## src/hw/afcc_map.svh

```systemverilog
// Register map, field positions and codes of the analog front-end control
// Operation
// - Two four-bit fields route any input or common input to each amp side
// - Monitor choice shorts both amp inputs together at mid-supply
// - Monitor choices for quarter analog span, quarter digital supply, temp
// - Channel change: hold inputs at mid-supply two clocks, then connect
// - Three-bit gain field decodes to gains 1 through 128
// - Amp power field 00 bypasses and powers down, 01 enables the amp
// - Gains 64 and 128 set analog gain 32 plus digital scaling
// - Amp bypass allowed only while gain setting equals 1
// - Two-bit field picks internal or external reference, reset external 0
// - Reference select code 10 routes the internal reference
// - Power code 10 keeps reference on, 01 drops it in power-down
// - Internal reference stays off after reset until software enables it
// - All fields are written over the serial interface
`ifndef AFCC_MAP_SVH
`define AFCC_MAP_SVH

`define AFCC_OFS_INPUT_SEL 8'h02
`define AFCC_OFS_GAIN 8'h03
`define AFCC_OFS_REF_CTRL 8'h05
`define AFCC_OFS_MONITOR 8'h09
`define AFCC_OFS_STATUS 8'h0a

`define AFCC_RST_INPUT_SEL 8'h01
`define AFCC_RST_GAIN 8'h00
`define AFCC_RST_REF_CTRL 8'h00
`define AFCC_RST_MONITOR 8'h00
`define AFCC_RDATA_ZERO 8'h00

`define AFCC_POS_MSB 7
`define AFCC_POS_LSB 4
`define AFCC_NEG_MSB 3
`define AFCC_NEG_LSB 0
`define AFCC_GAIN_MSB 2
`define AFCC_GAIN_LSB 0
`define AFCC_AMP_MSB 6
`define AFCC_AMP_LSB 5
`define AFCC_REFPWR_MSB 3
`define AFCC_REFPWR_LSB 2
`define AFCC_REFSEL_MSB 1
`define AFCC_REFSEL_LSB 0
`define AFCC_MON_MSB 2
`define AFCC_MON_LSB 0

`define AFCC_AMP_OFF 2'h0
`define AFCC_AMP_ON 2'h1
`define AFCC_REFSEL_EXT0 2'h0
`define AFCC_REFSEL_INT 2'h2
`define AFCC_REFPWR_OFF 2'h0
`define AFCC_REFPWR_ON_PD 2'h1
`define AFCC_REFPWR_ON 2'h2
`define AFCC_GAIN_1 3'h0
`define AFCC_GAIN_32 3'h5
`define AFCC_SHIFT_NONE 2'h0
`define AFCC_INPUT_COMMON 4'hc
`define AFCC_RST_POS 4'h0
`define AFCC_RST_NEG 4'h1

`define AFCC_BBM_CLKS 2'h2
`define AFCC_CNT_ZERO 2'h0
`define AFCC_CNT_ONE 2'h1

`endif

```

## src/hw/afcc_pkg.sv

```systemverilog
// Types of the analog front-end control block
package afcc_pkg;

    // Break-before-make sequencer states, Gray along the path
    typedef enum logic [1:0] {
        AFCC_BBM_CONNECTED = 2'h0,
        AFCC_BBM_BREAK = 2'h1
    } afcc_bbm_state_t;

    // System monitor selections
    typedef enum logic [2:0] {
        AFCC_MON_NONE = 3'h0,
        AFCC_MON_SHORT = 3'h1,
        AFCC_MON_TEMP = 3'h2,
        AFCC_MON_AVDD4 = 3'h3,
        AFCC_MON_DVDD4 = 3'h4
    } afcc_mon_t;

    typedef struct packed {
        afcc_bbm_state_t state;
        logic [1:0] cnt;
        logic [3:0] pos;
        logic [3:0] neg;
        afcc_mon_t mon;
    } afcc_bbm_st_t;

    typedef struct packed {
        logic [7:0] input_sel_reg;
        logic [7:0] gain_reg;
        logic [7:0] ref_ctrl_reg;
        logic [7:0] monitor_reg;
        logic [7:0] rdata;
        logic rvalid;
        logic amp_en;
        logic [2:0] ana_gain;
        logic [1:0] dig_shift;
        logic [1:0] ref_src;
        logic ref_on;
    } afcc_top_st_t;

endpackage

```

## src/hw/afcc_bbm.sv

```systemverilog
// Break-before-make sequencer for the input multiplexer
`timescale 1ns/1ps
`include "afcc_map.svh"

module afcc_bbm (
    // Clock and reset
    input wire logic i_ref_clk,
    input wire logic i_sys_rst,
    input wire logic i_clk_en,
    // Requested selection
    input wire logic [3:0] i_req_pos,
    input wire logic [3:0] i_req_neg,
    input wire afcc_pkg::afcc_mon_t i_req_mon,
    // Applied selection
    output logic [3:0] o_pos,
    output logic [3:0] o_neg,
    output afcc_pkg::afcc_mon_t o_mon,
    output logic o_break
);

    afcc_pkg::afcc_bbm_st_t st_reg;
    afcc_pkg::afcc_bbm_st_t st_next;
    logic changed;

    // Any difference between request and applied starts a break
    assign changed = (i_req_pos != st_reg.pos) || (i_req_neg != st_reg.neg)
        || (i_req_mon != st_reg.mon);

    // Next-state logic
    always_comb begin
        st_next = st_reg;
        unique case (st_reg.state)
            afcc_pkg::AFCC_BBM_CONNECTED: begin
                if (changed) begin
                    st_next.state = afcc_pkg::AFCC_BBM_BREAK;
                    st_next.cnt = `AFCC_CNT_ZERO;
                end
            end
            afcc_pkg::AFCC_BBM_BREAK: begin
                // two clocks, connect
                // Latest request wins, so rapid rewrites never short inputs
                if (st_reg.cnt == `AFCC_BBM_CLKS - `AFCC_CNT_ONE) begin
                    st_next.state = afcc_pkg::AFCC_BBM_CONNECTED;
                    st_next.pos = i_req_pos;
                    st_next.neg = i_req_neg;
                    st_next.mon = i_req_mon;
                end else begin
                    st_next.cnt = st_reg.cnt + `AFCC_CNT_ONE;
                end
            end
            default: begin
                st_next.state = afcc_pkg::AFCC_BBM_BREAK;
                st_next.cnt = `AFCC_CNT_ZERO;
            end
        endcase
    end

    // State register, frozen while clock enable is low
    always_ff @(posedge i_ref_clk) begin
        if (i_sys_rst) begin
            st_reg <= '{state: afcc_pkg::AFCC_BBM_CONNECTED,
                cnt: `AFCC_CNT_ZERO, pos: `AFCC_RST_POS, neg: `AFCC_RST_NEG,
                mon: afcc_pkg::AFCC_MON_NONE};
        end else if (i_clk_en) begin
            st_reg <= st_next;
        end
    end

    assign o_pos = st_reg.pos;
    assign o_neg = st_reg.neg;
    assign o_mon = st_reg.mon;
    assign o_break = (st_reg.state == afcc_pkg::AFCC_BBM_BREAK);

endmodule // afcc_bbm

```

## src/hw/afcc_top.sv

```systemverilog
// Analog front-end configuration and sequencing control
`timescale 1ns/1ps
`include "afcc_map.svh"

module afcc_top (
    // Clock, reset and clock enable
    input wire logic i_ref_clk,
    input wire logic i_sys_rst,
    input wire logic i_clk_en,
    // Register port from the serial command decoder
    input wire logic i_reg_wr,
    input wire logic i_reg_rd,
    input wire logic [7:0] i_reg_addr,
    input wire logic [7:0] i_reg_wdata,
    output logic [7:0] o_reg_rdata,
    output logic o_reg_rvalid,
    // Device power-down mode
    input wire logic i_power_down,
    // Input multiplexer controls
    output logic [3:0] o_pos_input_select,
    output logic [3:0] o_neg_input_select,
    output logic o_inputs_mid_supply,
    output logic o_inputs_connected,
    output logic o_mon_temp_sensor,
    output logic o_mon_avdd_quarter,
    output logic o_mon_dvdd_quarter,
    // Amplifier controls
    output logic o_amp_enable,
    output logic [2:0] o_amp_analog_gain,
    output logic [1:0] o_digital_shift,
    // Reference controls
    output logic [1:0] o_ref_source_select,
    output logic o_internal_ref_on
);

    ////////////////////////////////////////////////////////////////////////
    // Decode helpers

    // Analog gain saturates at 32; the rest is done digitally
    function automatic logic [2:0] f_analog_gain(input logic [2:0] g);
        f_analog_gain = (g > `AFCC_GAIN_32) ? `AFCC_GAIN_32 : g;
    endfunction

    // Left shift of the result that makes up the missing gain
    function automatic logic [1:0] f_digital_shift(input logic [2:0] g);
        logic [2:0] d;
        d = (g > `AFCC_GAIN_32) ? (g - `AFCC_GAIN_32) : 3'h0;
        f_digital_shift = d[1:0];
    endfunction

    // Amp stays on unless bypass is asked and gain is unity
    function automatic logic f_amp_on(input logic [1:0] p,
        input logic [2:0] g);
        f_amp_on = !((p == `AFCC_AMP_OFF) && (g == `AFCC_GAIN_1));
    endfunction

    // Reference power decode against power-down mode
    function automatic logic f_ref_on(input logic [1:0] p, input logic pd);
        f_ref_on = (p == `AFCC_REFPWR_ON) ||
            ((p == `AFCC_REFPWR_ON_PD) && !pd);
    endfunction

    // Unknown monitor codes fall back to no monitor
    function automatic afcc_pkg::afcc_mon_t f_mon(input logic [2:0] m);
        afcc_pkg::afcc_mon_t r;
        r = afcc_pkg::AFCC_MON_NONE;
        if (m <= afcc_pkg::AFCC_MON_DVDD4) begin
            r = afcc_pkg::afcc_mon_t'(m);
        end
        f_mon = r;
    endfunction

    ////////////////////////////////////////////////////////////////////////
    // State

    afcc_pkg::afcc_top_st_t st_reg;
    afcc_pkg::afcc_top_st_t st_next;
    logic mux_break;
    logic [3:0] pos_applied;
    logic [3:0] neg_applied;
    afcc_pkg::afcc_mon_t mon_applied;
    afcc_pkg::afcc_mon_t mon_req;
    logic [1:0] amp_wr_field;
    logic [7:0] status_word;

    assign mon_req = f_mon(st_reg.monitor_reg[`AFCC_MON_MSB:`AFCC_MON_LSB]);
    assign amp_wr_field = i_reg_wdata[`AFCC_AMP_MSB:`AFCC_AMP_LSB];

    // Live state for software: break busy, amp, reference power
    assign status_word = {5'h00, st_reg.ref_on, st_reg.amp_en, mux_break};

    ////////////////////////////////////////////////////////////////////////
    // Register writes, reads and decoded controls

    always_comb begin
        st_next = st_reg;
        st_next.rvalid = 1'b0;
        if (i_reg_wr) begin
            unique case (i_reg_addr)
                `AFCC_OFS_INPUT_SEL: st_next.input_sel_reg = i_reg_wdata;
                `AFCC_OFS_GAIN: begin
                    st_next.gain_reg[`AFCC_GAIN_MSB:`AFCC_GAIN_LSB] =
                        i_reg_wdata[`AFCC_GAIN_MSB:`AFCC_GAIN_LSB];
                    // Reserved amp codes are dropped; old setting is kept
                    if (amp_wr_field == `AFCC_AMP_OFF ||
                        amp_wr_field == `AFCC_AMP_ON) begin
                        st_next.gain_reg[`AFCC_AMP_MSB:`AFCC_AMP_LSB] =
                            amp_wr_field;
                    end
                end
                `AFCC_OFS_REF_CTRL: st_next.ref_ctrl_reg = i_reg_wdata;
                `AFCC_OFS_MONITOR: st_next.monitor_reg = i_reg_wdata;
                default: ;
            endcase
        end
        // Reads answer one clock later; unmapped offsets read zero
        if (i_reg_rd) begin
            st_next.rvalid = 1'b1;
            unique case (i_reg_addr)
                `AFCC_OFS_INPUT_SEL: st_next.rdata = st_reg.input_sel_reg;
                `AFCC_OFS_GAIN: st_next.rdata = st_reg.gain_reg;
                `AFCC_OFS_REF_CTRL: st_next.rdata = st_reg.ref_ctrl_reg;
                `AFCC_OFS_MONITOR: st_next.rdata = st_reg.monitor_reg;
                `AFCC_OFS_STATUS: st_next.rdata = status_word;
                default: st_next.rdata = `AFCC_RDATA_ZERO;
            endcase
        end
        st_next.amp_en = f_amp_on(
            st_reg.gain_reg[`AFCC_AMP_MSB:`AFCC_AMP_LSB],
            st_reg.gain_reg[`AFCC_GAIN_MSB:`AFCC_GAIN_LSB]);
        // cap analog at 32
        // Bypassed amp is only ever at unity, so no scaling applies then
        st_next.ana_gain = f_analog_gain(
            st_reg.gain_reg[`AFCC_GAIN_MSB:`AFCC_GAIN_LSB]);
        st_next.dig_shift = f_digital_shift(
            st_reg.gain_reg[`AFCC_GAIN_MSB:`AFCC_GAIN_LSB]);
        st_next.ref_src =
            st_reg.ref_ctrl_reg[`AFCC_REFSEL_MSB:`AFCC_REFSEL_LSB];
        st_next.ref_on = f_ref_on(
            st_reg.ref_ctrl_reg[`AFCC_REFPWR_MSB:`AFCC_REFPWR_LSB],
            i_power_down);
    end

    // State register, frozen while clock enable is low
    always_ff @(posedge i_ref_clk) begin
        if (i_sys_rst) begin
            st_reg <= '{input_sel_reg: `AFCC_RST_INPUT_SEL,
                gain_reg: `AFCC_RST_GAIN, ref_ctrl_reg: `AFCC_RST_REF_CTRL,
                monitor_reg: `AFCC_RST_MONITOR, rdata: `AFCC_RDATA_ZERO,
                rvalid: 1'b0, amp_en: 1'b0, ana_gain: `AFCC_GAIN_1,
                dig_shift: `AFCC_SHIFT_NONE, ref_src: `AFCC_REFSEL_EXT0,
                ref_on: 1'b0};
        end else if (i_clk_en) begin
            st_reg <= st_next;
        end
    end

    ////////////////////////////////////////////////////////////////////////
    // Break-before-make channel switching

    afcc_bbm u_bbm (
        .i_ref_clk(i_ref_clk),
        .i_sys_rst(i_sys_rst),
        .i_clk_en(i_clk_en),
        .i_req_pos(st_reg.input_sel_reg[`AFCC_POS_MSB:`AFCC_POS_LSB]),
        .i_req_neg(st_reg.input_sel_reg[`AFCC_NEG_MSB:`AFCC_NEG_LSB]),
        .i_req_mon(mon_req),
        .o_pos(pos_applied),
        .o_neg(neg_applied),
        .o_mon(mon_applied),
        .o_break(mux_break)
    );

    ////////////////////////////////////////////////////////////////////////
    // Outputs

    assign o_pos_input_select = pos_applied;
    assign o_neg_input_select = neg_applied;
    assign o_inputs_mid_supply = mux_break ||
        (mon_applied == afcc_pkg::AFCC_MON_SHORT);
    // Pins connect only when no break and no monitor takes the inputs
    assign o_inputs_connected = !mux_break &&
        (mon_applied == afcc_pkg::AFCC_MON_NONE);
    assign o_mon_temp_sensor = !mux_break &&
        (mon_applied == afcc_pkg::AFCC_MON_TEMP);
    assign o_mon_avdd_quarter = !mux_break &&
        (mon_applied == afcc_pkg::AFCC_MON_AVDD4);
    assign o_mon_dvdd_quarter = !mux_break &&
        (mon_applied == afcc_pkg::AFCC_MON_DVDD4);

    assign o_amp_enable = st_reg.amp_en;
    assign o_amp_analog_gain = st_reg.ana_gain;
    assign o_digital_shift = st_reg.dig_shift;
    assign o_ref_source_select = st_reg.ref_src;
    assign o_internal_ref_on = st_reg.ref_on;
    assign o_reg_rdata = st_reg.rdata;
    assign o_reg_rvalid = st_reg.rvalid;

endmodule // afcc_top

```

## config.mk

```make
export PLATFORM = sky130hd
export DESIGN_NAME = afcc_top
export DESIGN_NICKNAME = d
export VERILOG_FILES = /design/src/hw/afcc_pkg.sv /design/src/hw/afcc_bbm.sv /design/src/hw/afcc_top.sv
export VERILOG_INCLUDE_DIRS = /design/src /design/src/hw
export SDC_FILE = /design/constraint.sdc
export NUM_CORES = 1
export LEC_CHECK = 0
export ABC_AREA = 1
export BUFFER_PORTS_ARGS = -buffer_cell sky130_fd_sc_hd__buf_2
export CAP_MARGIN = 20
export CORE_MARGIN = 2
export CORE_UTILIZATION = 50
export DETAILED_ROUTE_END_ITERATION = 8
export PLACE_DENSITY = 0.72
export SKIP_LAST_GASP = 1
export SYNTH_ARGS = -nofsm -noshare
export SYNTH_HDL_FRONTEND = slang
export SYNTH_SLANG_ARGS = --single-unit
```

## constraint.sdc

```tcl
create_clock -name i_ref_clk -period 1.9 [get_ports i_ref_clk]
set_input_delay 0.38 -clock i_ref_clk [delete_from_list [all_inputs] [get_ports i_ref_clk]]
set_output_delay 0.38 -clock i_ref_clk [all_outputs]
set_load 0.05 [all_outputs]
```

==> results.cfg <==
[status]
outcome = finished, final reports clean

[logic_synthesis]
synth-compound-area-share_pct = 19.73
syn_inst = 422
synth-seq-cells = 61
syn_avg_cell_area_um2 = 7.228
synth-edff-count = 0
synth-simple-area-share_pct = 24.00
ys_seq_area_share_pct = 40.03
synth_area_um2 = 3050
syn-num-nets = 447
ys_types = 37
synthMuxAreaShare_pct = 0
synth_top_family_by_area = simple AND/OR/NAND/NOR gates
synthXorXnorAreaFrac_pct = 0
synth_flop_cell = dfxtp_1
async_flop_share_pct = 0
ys_warn_count = 0
synth_fa_ha_area_share_pct = 1.231

[routing]
vias = 2760
dr.first_iter.drc_count = 219
firstDrtPassIters = 4
drc = 0
wire_per_inst_um = 13.53
routed_via_density = 5.178
ant_nets = 0
finalWirelength_mm = 7.214

[sta]
setup_viol = 0
fmax_ghz = 0.5484
rsz0062_at_grt = false
final.min_clock_period_ns = 1.823
relSlewSlack_pct = 65.63
finalCritPeriodShare_pct = 95.97
timing.final.max_slew_violations = 0
worst_pin_slew_ns = 0.5116
fin_skew_ns = 0.007055
holdWs_ns = 0.3179
hold_viol_final = 0
tns_ns = 0

[clocking]
numCtsBuffers = 9
path_clk_slew_ns = 0.07
cts_tree = yes
cts_resized = 0
cts_buffer_depth = 2
postCtsSetupRepairBufs = 0
cts.sinks = 61
cts-root-buf = clkbuf_8
holdBufCountCts = 0
insertion_delay_ns = 0.35
htree_levels = 3

[critical_path]
end_kind = output pin
worstRegToRegCells = 5
cp-start-kind = flop
worstSetupPathType = flop to output pin
cp.arrival_ns = 1.44
required_ns = 1.52
cp_max_fo = 6
cp_top_family = flip-flops
critPathBufInv = 2
cp.depth = 3
cpMaxStageDelayCell = dfxtp_1
cp_slowest_stage_delay_ns = 0.44
crit_chain = inv_1 -> nor4_1 -> buf_2

[die]
num_rows = 28
initial_core_util_pct = 51.52
core_um2 = 5921
fp.dieW_um = 82.11
die_h_um = 82.11
die-area_um2 = 6741
ioPinCount = 53

[power_and_ir_drop]
max-vdd-ir-drop_v = 0.0005066
p_leak_uw = 0.001479
p_total_uw = 2729
power.density_nw_per_um2 = 801.5

[flow_run]
drv_cap = 0

[finish]
final_layout_size_suffix_gt1_share_pct = 21.40
fill_cells = 591
areaGrowthSynthToFinish_pct = 11.61
antenna_cells = 0
multi_input_area_um2 = 1376
finalNetCount = 478
seq_area_um2 = 1221
utilization_pct = 57.50
largest_reg_flops = 27

[place]
gp_congestion = 0.8904
dp_hpwl_mm = 5.288
port_buffers = 52

[global_routing]
grt_pass1_vias = 2369
grt_overflow = 0
antenna_found_initial = 0
track_usage_pct = 22.52
grt_pass1_wl_mm = 11.30
grt_start_max_net_pins = 32

[min_path]
min_path_cells = 3
hp-class = primary input to flop
==> through the flow <==
stage                     instance area (µm²)  setup slack (ns)  std cells
final                                    3405           0.07664        533
after global routing                     3405          0.001926        533
after global placement                   3194            0.1584        517
after detailed placement                 3194            0.1239        517
after CTS                                3405           0.08509        533
after floorplan                          3055           -0.4787        422
==> logic make-up after synthesis <==
| family | Yosys count |
|---|---|
| fa+ha+maj | 3 |
| flops | 61 |
| compound gates | 112 |
| simple gates | 155 |
| buf+inv | 91 |
==> metal layers <==
| layer | wire, µm | share of wire (%) | track usage, % | vias up |
|---|---|---|---|---|
| met1 | 3361 | 47 | 30.36 | 1242 |
| met3 | 343 | 4.8 | 5.109 | 15 |
| met4 | 143 | 2.0 | 10.17 | 0 |
| met2 | 3366 | 47 | 34.39 | 67 |
| li1 | - | - | - | 1436 |
| met5 | 0 | 0 | 0 | - |
==> layout make-up <==
cell class | count | share of cell area, %
clock buffers | 12 | 4.851
repair buffers | 57 | 8.747
inverters | 54 | 6.027
flip-flops and latches | 61 | 35.87
clock inverters | 4 | 1.323
multi-input cells | 270 | 40.43
well taps | 75 | 2.756
==> worst paths after layout <==
check | from | to | slack [ns]
max reg2reg | u_bbm.st_reg[13]$_SDFFE_PP0P_ | u_bbm.o_pos[1]$_SDFFE_PP0P_ | 0.45
max | u_bbm.o_mon[1]$_SDFFE_PP0P_ | o_mon_temp_sensor | 0.08
min | i_reg_wdata[6] | st_reg[24]$_SDFFE_PP0P_ | 0.32
min reg2reg | st_reg[32]$_SDFFE_PP0P_ | st_reg[32]$_SDFFE_PP0P_ | 0.46
==> synth_stat cells, drive strengths merged, types with 2 or more instances <==
| cell | number | area, µm² |
|---|---|---|
| o22ai | 2 | 12.51 |
| o21ai | 46 | 230.2 |
| o211ai | 4 | 35.03 |
| nand2 | 77 | 311.6 |
| inv | 54 | 205.2 |
| a21oi | 54 | 274.0 |
| nand3 | 28 | 150.1 |
| nand4 | 3 | 18.77 |
| nor4 | 4 | 25.02 |
| nor2 | 33 | 147.6 |
| clkbuf | 6 | 22.52 |
| dfxtp | 61 | 1221 |
| ha | 3 | 37.54 |
| nor3 | 9 | 72.57 |
| buf | 31 | 230.2 |
==> worst reg2reg max path, stage by stage (launching register included) <==
cell and delay, ns:
dfxtp_1 0.56, inv_2 0.10, nor3_1 0.25, buf_4 0.25, o21ai_0 0.10, a21oi_1 0.12
==> report_power, final <==
part	leakage, µW	internal (µW)	total, µW	switching (µW)
registers	0.000493	1290	1300	7.28
logic	0.000874	50.7	195	144
clock network	0.000112	707	1230	528
total	0.00148	2050	2730	679
==> cell usage in the layout, fill, tap and decap left out, types with 3 or more instances in the layout <==
cell type / count
a21oi_1: 53
buf_2: 52
buf_4: 5
clkbuf_8: 12
clkinv_2: 3
dfxtp_1: 61
ha_1: 3
inv_1: 48
inv_2: 5
nand2_1: 70
nand2_2: 6
nand3_1: 26
nand4_1: 3
nor2_1: 31
nor3_1: 6
nor4_1: 4
o211ai_1: 3
o21ai_0: 43
o21ai_1: 3
(Power assumes the default switching activity.)
